### config.mk
export PLATFORM = sky130hd
export DESIGN_NAME = port_e_bus_control_pin_assign
export DESIGN_NICKNAME = d
export VERILOG_FILES = /design/src/port_e_ctl_pkg.sv /design/src/port_e_bus_control_pin_assign.sv
export SDC_FILE = /design/constraint.sdc
export NUM_CORES = 1
export LEC_CHECK = 0
export BUFFER_PORTS_ARGS = -buffer_cell sky130_fd_sc_hd__buf_2
export CORE_MARGIN = 2
export CORE_UTILIZATION = 55
export DETAILED_ROUTE_END_ITERATION = 8
export PLACE_DENSITY = 0.82
export RECOVER_POWER = 50
export SLEW_MARGIN = 0
export SYNTH_ARGS = -nofsm -noshare
export SYNTH_HDL_FRONTEND = slang
export SYNTH_SLANG_ARGS = --single-unit
### constraint.sdc
create_clock -name MCLK -period 5.23 [get_ports MCLK]
set_input_delay 0.2615 -clock MCLK [delete_from_list [all_inputs] [get_ports MCLK]]
set_output_delay 0.2615 -clock MCLK [all_outputs]
set_load 0.01 [all_outputs]
### src/port_e_ctl_pkg.sv
// shared constants, types and decoders for the port e pin function block
package port_e_ctl_pkg;

  // ----------------------------------------------------------------
  // register indices (byte address is four times the index)
  // ----------------------------------------------------------------
  localparam logic [7:0] IDX_PORT_B_DIR = 8'h03;
  localparam logic [7:0] IDX_PIN_FUNC_SEL = 8'h0a;
  localparam logic [7:0] IDX_PORT_E_DATA = 8'h10;
  localparam logic [7:0] IDX_PORT_E_DIR = 8'h11;
  localparam logic [7:0] IDX_MODE_CTL = 8'h12;
  localparam logic [7:0] IDX_FUNC_MODE_PAIR = 8'h13;

  // ----------------------------------------------------------------
  // field positions
  // ----------------------------------------------------------------
  localparam int SEL_NO_DBE = 7;
  localparam int SEL_CLK_TEST = 6;
  localparam int SEL_PIPE_OUT = 5;
  localparam int SEL_NO_ECLK = 4;
  localparam int SEL_LOW_STRB = 3;
  localparam int SEL_RW_EN = 2;
  localparam int MC_EMULATE = 7;
  localparam int MC_INTERNAL_VISIBILITY = 3;
  localparam int MC_E_STRETCH_SELECT = 2;
  localparam int MC_PULLUP = 0;
  localparam logic [7:0] SEL_IMPL_MASK = 8'hfc;
  localparam logic [7:0] SEL_ONCE_MASK = 8'hec;
  localparam logic [7:0] MC_IMPL_MASK = 8'h8d;
  localparam logic [7:0] PE_INPUT_ONLY = 8'h03;
  localparam logic [7:0] PE_SOFT_PULL = 8'h8e;
  localparam logic [7:0] PE_HARD_PULL = 8'h01;

  // ----------------------------------------------------------------
  // reset values
  // ----------------------------------------------------------------
  localparam logic [7:0] SEL_RST_NORM_SINGLE = 8'h90;
  localparam logic [7:0] SEL_RST_SPEC_SINGLE = 8'h80;
  localparam logic [7:0] SEL_RST_NORM_EXP = 8'h80;
  localparam logic [7:0] SEL_RST_SPEC_EXP = 8'h2c;
  localparam logic [7:0] SEL_RST_PERIPH = 8'h00;
  localparam logic [7:0] MC_RST = 8'h01;
  localparam logic [7:0] BYTE_RST = 8'h00;

  // ----------------------------------------------------------------
  // mode pin codes {normal_n_special, mode_select_hi, mode_select_lo}
  // ----------------------------------------------------------------
  localparam logic [2:0] MP_SPEC_SINGLE = 3'h0;
  localparam logic [2:0] MP_SPEC_NARROW = 3'h1;
  localparam logic [2:0] MP_PERIPH = 3'h2;
  localparam logic [2:0] MP_SPEC_WIDE = 3'h3;
  localparam logic [2:0] MP_NORM_NARROW = 3'h5;
  localparam logic [2:0] MP_NORM_WIDE = 3'h7;
  localparam logic [1:0] START_CYCLES = 2'h2;

  // ----------------------------------------------------------------
  // types
  // ----------------------------------------------------------------
  typedef struct packed {
    logic single;
    logic expanded;
    logic special;
    logic narrow;
    logic periph;
  } op_mode_t;

  typedef struct packed {
    logic data_en;
    logic pipe_hi;
    logic pipe_lo;
    logic e_clock;
    logic rw;
    logic low_strobe;
    logic clk_test;
  } bus_ctl_t;

  // decodes the latched mode pins; unused codes fall back to normal single-chip
  function automatic op_mode_t decode_mode(input logic [2:0] pins);
    op_mode_t m;
    m = '0;
    case (pins)
      MP_SPEC_SINGLE: begin m.single = 1'b1; m.special = 1'b1; end
      MP_SPEC_NARROW: begin m.expanded = 1'b1; m.special = 1'b1; m.narrow = 1'b1; end
      MP_PERIPH: begin m.periph = 1'b1; m.special = 1'b1; end
      MP_SPEC_WIDE: begin m.expanded = 1'b1; m.special = 1'b1; end
      MP_NORM_NARROW: begin m.expanded = 1'b1; m.narrow = 1'b1; end
      MP_NORM_WIDE: begin m.expanded = 1'b1; end
      default: begin m.single = 1'b1; end
    endcase
    return m;
  endfunction : decode_mode

  // pin function select value taken right after reset in each mode
  function automatic logic [7:0] sel_reset_value(input op_mode_t m);
    if (m.periph) begin
      return SEL_RST_PERIPH;
    end else if (m.single) begin
      return m.special ? SEL_RST_SPEC_SINGLE : SEL_RST_NORM_SINGLE;
    end else begin
      return m.special ? SEL_RST_SPEC_EXP : SEL_RST_NORM_EXP;
    end
  endfunction : sel_reset_value

endpackage : port_e_ctl_pkg

### src/port_e_bus_control_pin_assign.sv
// port b direction, port e data/direction and pin function select with wishbone access
//
// Overview of operation
// - port b direction bit 1 drives pin, 0 makes it a high-impedance input.
// - port b direction register leaves the map in expanded and peripheral modes.
// - unselected port e pins are gpio; select picks function, direction sets direction.
// - one bit enables pullups on inputs 7,3,2,1; pin 0 always pulled up.
// - port e data absent in peripheral mode and expanded modes with emulation set.
// - port e bits 1 and 0 never outputs; their levels always readable.
// - port e direction absent in peripheral mode and expanded modes with emulation set.
// - a selected bus-control function overrides the pin's direction bit.
// - reset value follows mode; normal single-chip all gpio, special single-chip e clock only.
// - normal expanded resets e clock only; special expanded adds data enable, pipes, rw, low strobe.
// - in peripheral mode the select register is neither readable nor writable.
// - enable bits take first write only in normal modes, all but first in special.
// - data-enable select 1 makes pin 7 gpio, 0 makes it memory data enable in expanded modes.
// - clock test bit drives pin 6 outside single-chip and normal expanded; pipes override.
// - pipe bit outside single-chip makes pins 6 and 5 queue status outputs.
// - no-e-clock bit stays 0 in expanded; once normal single, anytime special single.
// - single-chip pin 4 is e clock only if enabled and visibility on or stretch off.
// - one 16-bit write updates select register and mode register together.
// - low strobe bit drives pin 3 strobe, not in single-chip, peripheral or normal narrow.
// - tool drives pin 3 in special expanded tagging; 0 at e fall tags low byte.
// - emulation bit moves port e data and direction to external bus in expanded modes.
// - rw enable bit makes pin 2 the read/write output when 1 outside single-chip, gpio otherwise.
`timescale 1ns/1ns
module port_e_bus_control_pin_assign
  import port_e_ctl_pkg::*;
(
  input wire logic MCLK,
  input wire logic RESET_N,
  input wire logic CYC_I,
  input wire logic STB_I,
  input wire logic WE_I,
  input wire logic [9:0] ADR_I,
  input wire logic [3:0] SEL_I,
  input wire logic [31:0] DAT_I,
  output logic [31:0] DAT_O,
  output logic ACK_O,
  output logic ERR_O,
  output logic EXT_ACCESS,
  input wire logic [2:0] MODE_PINS,
  input wire bus_ctl_t BUS_CTL,
  input wire logic TAG_ENABLE,
  input wire logic [7:0] PE_IN,
  output logic [7:0] PE_OUT,
  output logic [7:0] PE_OE,
  output logic [7:0] PE_PULLUP,
  output logic [7:0] PB_DIR_OE,
  output logic LOW_TAG
);

  // ----------------------------------------------------------------
  // declarations
  // ----------------------------------------------------------------
  logic [2:0] mode_meta_q;
  logic [2:0] mode_sync_q;
  logic [1:0] start_cnt_q;
  logic mode_valid_q;
  op_mode_t mode_q;
  logic load_init;
  logic [7:0] pe_meta_q;
  logic [7:0] pe_sync_q;
  logic [7:0] pb_dir_q;
  logic [7:0] sel_q;
  logic sel_written_q;
  logic [7:0] mc_q;
  logic [7:0] pe_data_q;
  logic [7:0] pe_dir_q;
  logic ack_q;
  logic err_q;
  logic ext_q;
  logic [31:0] rdata_q;
  logic req;
  logic [7:0] idx;
  logic hit_pb_dir;
  logic hit_sel;
  logic hit_pe_data;
  logic hit_pe_dir;
  logic hit_mc;
  logic hit_pair;
  logic known;
  logic mapped;
  logic wr;
  logic pe_regs_on;
  logic [7:0] alt_en;
  logic [7:0] alt_out;
  logic [7:0] alt_oe;
  logic [7:0] pe_oe_d;
  logic [7:0] pe_out_d;
  logic [7:0] pe_read;
  logic pipe_on;
  logic clk_test_on;
  logic eclk_on;
  logic strobe_on;
  logic tag_mode;
  logic e_prev_q;
  logic [7:0] pe_out_q;
  logic [7:0] pe_oe_q;
  logic [7:0] pe_pull_q;
  logic [7:0] pb_oe_q;
  logic tag_q;

  // next select value for a write attempt: write-once / all-but-first per mode
  function automatic logic [7:0] sel_write(input logic [7:0] old, input logic [7:0] val,
                                           input logic written, input op_mode_t m);
    logic [7:0] mask;
    logic [7:0] nxt;
    mask = '0;
    if (m.special) begin
      mask = written ? SEL_ONCE_MASK : '0;
    end else begin
      mask = written ? '0 : SEL_ONCE_MASK;
    end
    if (m.single) begin
      mask[SEL_NO_ECLK] = m.special | ~written;
    end
    nxt = ((old & ~mask) | (val & mask)) & SEL_IMPL_MASK;
    if (m.expanded) begin
      nxt[SEL_NO_ECLK] = 1'b0;
    end
    return nxt;
  endfunction : sel_write

  // ----------------------------------------------------------------
  // mode capture and pin synchronisers
  // ----------------------------------------------------------------
  // mode pins pass two flops, then are latched once after reset release
  always_ff @(posedge MCLK or negedge RESET_N) begin
    if (!RESET_N) begin
      mode_meta_q <= '0;
      mode_sync_q <= '0;
      start_cnt_q <= '0;
      mode_valid_q <= 1'b0;
      mode_q <= '0;
    end else begin
      mode_meta_q <= MODE_PINS;
      mode_sync_q <= mode_meta_q;
      if (load_init) begin
        mode_valid_q <= 1'b1;
        mode_q <= decode_mode(mode_sync_q);
      end else if (!mode_valid_q) begin
        start_cnt_q <= start_cnt_q + 2'h1;
      end
    end
  end

  assign load_init = !mode_valid_q && (start_cnt_q == START_CYCLES);

  // port e pin levels are asynchronous to the bus clock
  always_ff @(posedge MCLK or negedge RESET_N) begin
    if (!RESET_N) begin
      pe_meta_q <= '0;
      pe_sync_q <= '0;
    end else begin
      pe_meta_q <= PE_IN;
      pe_sync_q <= pe_meta_q;
    end
  end

  // ----------------------------------------------------------------
  // wishbone decode
  // ----------------------------------------------------------------
  // requests wait until the mode is known; removed registers answer with err
  assign req = CYC_I && STB_I && !ack_q && !err_q && mode_valid_q;
  assign idx = ADR_I[9:2];
  assign pe_regs_on = !mode_q.periph && !(mode_q.expanded && mc_q[MC_EMULATE]);
  assign hit_pb_dir = (idx == IDX_PORT_B_DIR) && mode_q.single;
  assign hit_sel = (idx == IDX_PIN_FUNC_SEL) && !mode_q.periph;
  assign hit_pe_data = (idx == IDX_PORT_E_DATA) && pe_regs_on;
  assign hit_pe_dir = (idx == IDX_PORT_E_DIR) && pe_regs_on;
  assign hit_mc = (idx == IDX_MODE_CTL);
  assign hit_pair = (idx == IDX_FUNC_MODE_PAIR) && !mode_q.periph;
  assign known = (idx == IDX_PORT_B_DIR) || (idx == IDX_PIN_FUNC_SEL) ||
                 (idx == IDX_PORT_E_DATA) || (idx == IDX_PORT_E_DIR) ||
                 (idx == IDX_FUNC_MODE_PAIR);
  assign mapped = hit_pb_dir || hit_sel || hit_pe_data || hit_pe_dir || hit_mc || hit_pair;
  assign wr = req && mapped && WE_I;

  // one-cycle answer; ack or err drops the cycle after it is given
  always_ff @(posedge MCLK or negedge RESET_N) begin
    if (!RESET_N) begin
      ack_q <= 1'b0;
      err_q <= 1'b0;
      ext_q <= 1'b0;
    end else begin
      ack_q <= req && mapped;
      err_q <= req && !mapped;
      ext_q <= req && !mapped && known;
    end
  end

  // read data captured with the answer
  always_ff @(posedge MCLK or negedge RESET_N) begin
    if (!RESET_N) begin
      rdata_q <= '0;
    end else if (req) begin
      rdata_q <= '0;
      if (hit_pb_dir) rdata_q[7:0] <= pb_dir_q;
      if (hit_sel) rdata_q[7:0] <= sel_q & SEL_IMPL_MASK;
      if (hit_pe_data) rdata_q[7:0] <= pe_read;
      if (hit_pe_dir) rdata_q[7:0] <= pe_dir_q;
      if (hit_mc) rdata_q[7:0] <= mc_q;
      if (hit_pair) rdata_q[15:0] <= {sel_q & SEL_IMPL_MASK, mc_q};
    end
  end

  assign ACK_O = ack_q;
  assign ERR_O = err_q;
  assign EXT_ACCESS = ext_q;
  assign DAT_O = rdata_q;

  // ----------------------------------------------------------------
  // registers
  // ----------------------------------------------------------------
  // port b direction, byte lane 0
  always_ff @(posedge MCLK or negedge RESET_N) begin
    if (!RESET_N) begin
      pb_dir_q <= BYTE_RST;
    end else if (wr && hit_pb_dir && SEL_I[0]) begin
      pb_dir_q <= DAT_I[7:0];
    end
  end

  // pin function select: mode reset value, then write-limited updates
  always_ff @(posedge MCLK or negedge RESET_N) begin
    if (!RESET_N) begin
      sel_q <= BYTE_RST;
      sel_written_q <= 1'b0;
    end else if (load_init) begin
      sel_q <= sel_reset_value(decode_mode(mode_sync_q));
    end else if (wr && hit_sel && SEL_I[0]) begin
      sel_q <= sel_write(sel_q, DAT_I[7:0], sel_written_q, mode_q);
      sel_written_q <= 1'b1;
    end else if (wr && hit_pair && SEL_I[1]) begin
      sel_q <= sel_write(sel_q, DAT_I[15:8], sel_written_q, mode_q);
      sel_written_q <= 1'b1;
    end
  end

  // mode control: emulation, visibility, stretch and pullup enable
  always_ff @(posedge MCLK or negedge RESET_N) begin
    if (!RESET_N) begin
      mc_q <= MC_RST;
    end else if (wr && (hit_mc || hit_pair) && SEL_I[0]) begin
      mc_q <= DAT_I[7:0] & MC_IMPL_MASK;
    end
  end

  // port e data latch and direction; bits 1 and 0 stay inputs
  always_ff @(posedge MCLK or negedge RESET_N) begin
    if (!RESET_N) begin
      pe_data_q <= BYTE_RST;
      pe_dir_q <= BYTE_RST;
    end else begin
      if (wr && hit_pe_data && SEL_I[0]) begin
        pe_data_q <= DAT_I[7:0];
      end
      if (wr && hit_pe_dir && SEL_I[0]) begin
        pe_dir_q <= DAT_I[7:0] & ~PE_INPUT_ONLY;
      end
    end
  end

  // ----------------------------------------------------------------
  // pin function selection
  // ----------------------------------------------------------------
  // alternate functions per pin, qualified by operating mode
  assign pipe_on = sel_q[SEL_PIPE_OUT] && !mode_q.single;
  assign clk_test_on = sel_q[SEL_CLK_TEST] && !mode_q.single &&
                       !(mode_q.expanded && !mode_q.special);
  assign eclk_on = !sel_q[SEL_NO_ECLK] && (mode_q.expanded ||
                   (mode_q.single && (mc_q[MC_INTERNAL_VISIBILITY] || !mc_q[MC_E_STRETCH_SELECT])));
  assign strobe_on = sel_q[SEL_LOW_STRB] && mode_q.expanded &&
                     !(mode_q.narrow && !mode_q.special);
  assign tag_mode = strobe_on && mode_q.special && TAG_ENABLE;

  always_comb begin
    alt_en = '0;
    alt_out = '0;
    alt_oe = '0;
    alt_en[7] = mode_q.expanded && !sel_q[SEL_NO_DBE];
    alt_out[7] = BUS_CTL.data_en;
    alt_oe[7] = 1'b1;
    alt_en[6] = pipe_on || clk_test_on;
    alt_out[6] = pipe_on ? BUS_CTL.pipe_hi : BUS_CTL.clk_test;
    alt_oe[6] = 1'b1;
    alt_en[5] = pipe_on;
    alt_out[5] = BUS_CTL.pipe_lo;
    alt_oe[5] = 1'b1;
    alt_en[4] = eclk_on;
    alt_out[4] = BUS_CTL.e_clock;
    alt_oe[4] = 1'b1;
    alt_en[3] = strobe_on;
    alt_out[3] = BUS_CTL.low_strobe;
    alt_oe[3] = !tag_mode;
    alt_en[2] = sel_q[SEL_RW_EN] && !mode_q.single;
    alt_out[2] = BUS_CTL.rw;
    alt_oe[2] = 1'b1;
  end

  // per-pin mux: alternate function beats direction bit, gpio otherwise
  genvar gi;
  generate
    for (gi = 0; gi < 8; gi++) begin : g_pin
      assign pe_oe_d[gi] = mode_valid_q && !PE_INPUT_ONLY[gi] &&
                           (alt_en[gi] ? alt_oe[gi] : pe_dir_q[gi]);
      assign pe_out_d[gi] = alt_en[gi] ? alt_out[gi] : pe_data_q[gi];
      assign pe_read[gi] = (!alt_en[gi] && pe_dir_q[gi]) ? pe_data_q[gi] : pe_sync_q[gi];
    end
  endgenerate

  // registered pin drive, pullups and port b enables
  always_ff @(posedge MCLK or negedge RESET_N) begin
    if (!RESET_N) begin
      pe_out_q <= '0;
      pe_oe_q <= '0;
      pe_pull_q <= '0;
      pb_oe_q <= '0;
    end else begin
      pe_out_q <= pe_out_d;
      pe_oe_q <= pe_oe_d;
      pe_pull_q <= (PE_SOFT_PULL & ~pe_oe_d & {8{mc_q[MC_PULLUP]}}) | PE_HARD_PULL;
      pb_oe_q <= (mode_valid_q && mode_q.single) ? pb_dir_q : '0;
    end
  end

  assign PE_OUT = pe_out_q;
  assign PE_OE = pe_oe_q;
  assign PE_PULLUP = pe_pull_q;
  assign PB_DIR_OE = pb_oe_q;

  // ----------------------------------------------------------------
  // instruction tag sampling
  // ----------------------------------------------------------------
  // synced pin 3 low at the falling edge of e gives a one-cycle tag
  always_ff @(posedge MCLK or negedge RESET_N) begin
    if (!RESET_N) begin
      e_prev_q <= 1'b0;
      tag_q <= 1'b0;
    end else begin
      e_prev_q <= BUS_CTL.e_clock;
      tag_q <= tag_mode && e_prev_q && !BUS_CTL.e_clock && !pe_sync_q[3];
    end
  end

  assign LOW_TAG = tag_q;
endmodule : port_e_bus_control_pin_assign

Word-level counts from Yosys, hierarchy flattened
Index checks and enable logic that the tools add are counted.
Widths: inputs -> output; s select.
{"block": "word_totals", "register_bits": 116, "inputBits": 70, "out_inout_bits": 68, "wordCells": 215}
{"block": "classes", "n_addsub": 1, "eq_ne": 12, "n_mux": 60, "n_bitwise": 14, "reduce_logical": 101}
{"cell": "$mux 8", "n": 20}
{"cell": "$logic_and 1x1->1", "n": 57}
{"cell": "$and 8x8->8", "n": 5}
{"cell": "$mux 1", "n": 38}
{"cell": "$eq 8x5->1 const B", "n": 4}
{"cell": "$not 8->8", "n": 3}
{"cell": "$logic_not 1->1", "n": 22}
{"cell": "$mux 16", "n": 1}
{"cell": "$or 8x8->8", "n": 2}
{"cell": "$logic_or 1x1->1", "n": 13}
{"cell": "$eq 8x2->1 const B", "n": 1}
{"cell": "$eq 8x4->1 const B", "n": 1}
{"cell": "$reduce_or 4->1", "n": 2}
{"cell": "$eq 3x2->1 const B", "n": 2}
{"cell": "$eq 3x3->1 const B", "n": 2}
{"cell": "$mux 5", "n": 1}
{"cell": "$reduce_or 5->1", "n": 1}
{"cell": "$reduce_and 2->1", "n": 2}
{"cell": "$eq 3x1->1 const B", "n": 1}
{"cell": "$logic_not 3->1", "n": 1}
{"cell": "$not 1->1", "n": 3}
{"cell": "$reduce_bool 3->1", "n": 1}
{"cell": "$add 2x1->2 const B", "n": 1}
{"cell": "$eq 2x2->1 const B", "n": 1}
{"cell": "3 further kinds", "n": 3}

Depth between registers and ports, before layout
{"block": "logic_depth", "ltp_word": 26, "depth_mapped": 9, "mapped_depth_nobuf": 7}

Worst setup path after synthesis
Ideal clock, no wire load.
{"block": "synth_timing", "path_type": "input to register", "start": "in ADR_I[7]", "end": "reg pe_dir_q[2]", "setup_ps": 125, "arrival_time_ps": 1853, "required_time_ps": 5105, "path_slack_ps": 3252, "path_stages": 6, "n_path_buf": 1, "cell_sequence": "or3_1 -> buf_2 -> nor4_4 -> nand2_2 -> nor3_4 -> mux2_2"}
{"block": "synth_via", "elab_chain_len": 11, "elab_cells_between_ends": 20, "classes_between": "6 x eq/ne; 14 x reduce/logical"}
{"element": "from (decl)", "line_no": "port_e_bus_control_pin_assign.sv:35", "text": "input wire logic [9:0] ADR_I,"}
{"element": "$eq 8x2->1 or $eq 8x4->1 (tied branches)", "line_no": "port_e_bus_control_pin_assign.sv:168, port_e_bus_control_pin_assign.sv:169"}
{"element": "$logic_and 1x1->1, on equally long branches", "line_no": "port_e_bus_control_pin_assign.sv:168, port_e_bus_control_pin_assign.sv:169"}
{"element": "$logic_or 1x1->1 (5 in series)", "line_no": "port_e_bus_control_pin_assign.sv:177", "text": "assign mapped = hit_pb_dir || hit_sel || hit_pe_data || hit_pe_dir || hit_mc || hit_pair;"}
{"element": "$logic_and 1x1->1 (2 in series)", "line_no": "port_e_bus_control_pin_assign.sv:178", "text": "assign wr = req && mapped && WE_I;"}
{"element": "$logic_and 1x1->1 (*) (2 in series)", "line_no": "port_e_bus_control_pin_assign.sv:259", "text": "if (wr && hit_pe_dir && SEL_I[0]) begin"}
{"element": "to (signal assigned)", "line_no": "port_e_bus_control_pin_assign.sv:260", "text": "pe_dir_q <= DAT_I[7:0] & ~PE_INPUT_ONLY;"}
{"element": "to (decl)", "line_no": "port_e_bus_control_pin_assign.sv:69", "text": "logic [7:0] pe_dir_q;"}
Every way passes the cells marked *; elsewhere a longest branch is shown, timed or not.
A chain may end at the register's enable or synchronous reset.

==> results.ini <==
[run_status]
status = finished, violations left
violations = capacitance limit, slew limit

[route]
drt_iter0_drc = 235
routedWlPerCell_um = 17.8
route.detailed.drc = 0
detail-route-antenna-nets = 0
vias = 3378
firstDrtPassIters = 4
drt-vias-per-instance = 5.61
wl_mm = 10.7

[clock_tree]
root_buffer = clkbuf_8
clk_latency_ps = 390
cts.sinks = 109
clk_pin_slew_ps = 100
h-tree-depth = 3
clk_path_buf_depth = 2
cts_tree = done
cts_buffers = 9
cts_resized = 0
cts_setup_buffers = 0
ctsHoldBuffers = 12

[sta]
tns_ps = 0
finalSetupViolCount = 0
finalHoldViolations = 0
max_freq_mhz = 296
skew_ps = 11.2
period_minus_slack_ps = 3380
tightest_slew_ps = 1990
drv_slew = 83
slew_headroom_pct = -33.0
post-route-period-util_pct = 64.6
rsz0062_at_grt = no

[worst_setup_path]
critical-path-top-delay-family = buffers and inverters
worstPathArrival_ps = 3490
critical_path_class = primary input to async pin
cp-start-kind = primary input
cp.required_ps = 5340
cp_cell_sequence = dlygate4sd3_1, clkbuf_1, clkbuf_2
critPathCaptureType = async pin
slowest_stage = clkbuf_2
path_buf_inv = 3
worst-path-max-fanout = 82
critPathMaxStageDelay_ps = 1590

[synthesis]
yosys.area.top_type = dfrtp_1
ys_types = 60
synth_ff_type = dfrtp_1
syn_area_per_cell_um2 = 12.0
synth_common_cells = 108 x dfrtp_1, 37 x mux2_2, 25 x nor2_1
async_flop_share_pct = 100
yosysWarnings = 0
synth_seq_area_share_pct = 58.4
synthCells = 388
post-synth-top-count-cell = dfrtp_1
ys_seq_elements = 109
synth_top_cell_area_share_pct = 57.9
syn_area_um2 = 4670
synth_area_leaders = dfrtp_1 58%, mux2_2 8.9%, buf_4 3.7%
synth_edf_count = 0

[floorplanning]
dieArea_um2 = 9250
design.core.area_um2 = 8220
initial_core_util_pct = 56.8
ios = 138
chipHeight_um = 96.2
placementRows = 33
dieWidth_um = 96.2

[global_route]
grt_max_degree = 83
grt_pass1_wl_mm = 16.2
antenna_found_initial = 0
grt_overflow_total = 0
grtUsageTotal_pct = 23.8
grt_pass1_vias = 3235

[power_and_ir_drop]
power.density_nw_per_um2 = 282
ir_drop_mv = 0.176
total_leakage_power_uw = 0.00260

[cells_and_area]
nets = 564
drive_gt1_share_pct = 21.7
antenna_cells = 0
area_delta_synth_final_pct = 15.4
finalNonFillerCells = 602
final_area_um2 = 5390
final_core_utilization_pct = 65.6

[place]
placed_cells = 574
dpl-instance-area_um2 = 5140
port_buffers = 92
dpl.hpwl_mm = 7.51
gp_congestion = 1.01

[job]
max_cap_violations = 1

[worst_hold_path]
hp-class = primary input to flop

## stage by stage
stage	setup WS (ps)	hold WS, ps	power (uW)
global placement	2620	181	1030
global route	1230	42.6	1570
finish	1850	24.9	1520
detailed placement	2560	190	1040
floorplan	3250	-34.1	975
CTS	2510	7.68	1530
## registers in the layout, summed over array words and instances (netlist names), 5 cells and up, named ones only
name and count:
PE_OE 6, pe_sync_q 8, mode_q 5, PE_OUT 8, pe_data_q 8, DAT_O 14, PB_DIR_OE 8, pe_dir_q 6
pe_meta_q 8, PE_PULLUP 5, pb_dir_q 8
## layout make-up
class / count / area [um2]
Timing Repair Buffer: 106 / 534
Fill cell: 661 / 2830
Clock inverter: 6 / 53.8
Clock buffer: 10 / 138
Multi-Input combinational cell: 258 / 1770
Sequential cell: 109 / 2730
Inverter: 8 / 30.0
Tap cell: 105 / 131
## routing by layer
metal  share of wire, %  track usage (%)
met5                  0                0
met4                2.3             10.8
met3                7.8             4.15
met2                 49             38.1
met1                 41             31.7
## power breakdown
group	switching, uW	internal (uW)
clock	304	194
combinational	81.8	50.6
sequential	21.8	869
total	408	1110
## cell usage in the layout (no fill, tap or decap), drive strengths merged, types with 3 or more instances in the layout
| cell type | n |
|---|---|
| nand3 | 5 |
| inv | 10 |
| mux2 | 37 |
| o21a | 5 |
| and3 | 11 |
| and2 | 8 |
| a21oi | 14 |
| o21ai | 12 |
| nor2 | 25 |
| buf | 46 |
| nand2 | 26 |
| a22o | 10 |
| nor4b | 3 |
| nand2b | 13 |
| clkinv | 3 |
| dfrtp | 108 |
| conb | 24 |
| dlygate4sd3 | 12 |
| nor3b | 4 |
| clkbuf | 58 |
| mux2i | 5 |
| nor3 | 6 |
| nor2b | 6 |
| a2bb2oi | 5 |
## path summary, 6_finish.rpt
kind	depth (start not counted)	slack, ps	to	startpoint
setup / recovery	3	1850	DAT_O[12]	RESET_N
hold / removal	1	20	e_prev_q	BUS_CTL[3]
setup reg to reg	5	2510	sel_q[4]	mode_valid_q
hold reg to reg	0	360	pe_sync_q[2]	pe_meta_q[2]
max in group MCLK	5	2510	sel_q[4]	mode_valid_q
min in group asynchronous	2	730	PE_OUT[1]	RESET_N
## logic make-up (layout without fill, tap and decap cells)
kind of cell / Yosys count / count (layout) / synth area share, %
compound gates: 72 / 72 / 11.1
flops: 109 / 109 / 58.4
simple gates: 117 / 117 / 14.3
xor+xnor: 1 / 1 / 0.188
mux: 42 / 42 / 9.99
buf+inv: 43 / 130 / 5.36
other cells: 2 / 24 / 0.161
fa+ha+maj: 2 / 2 / 0.536
No activity file was read; power rests on OpenSTA's default activity.
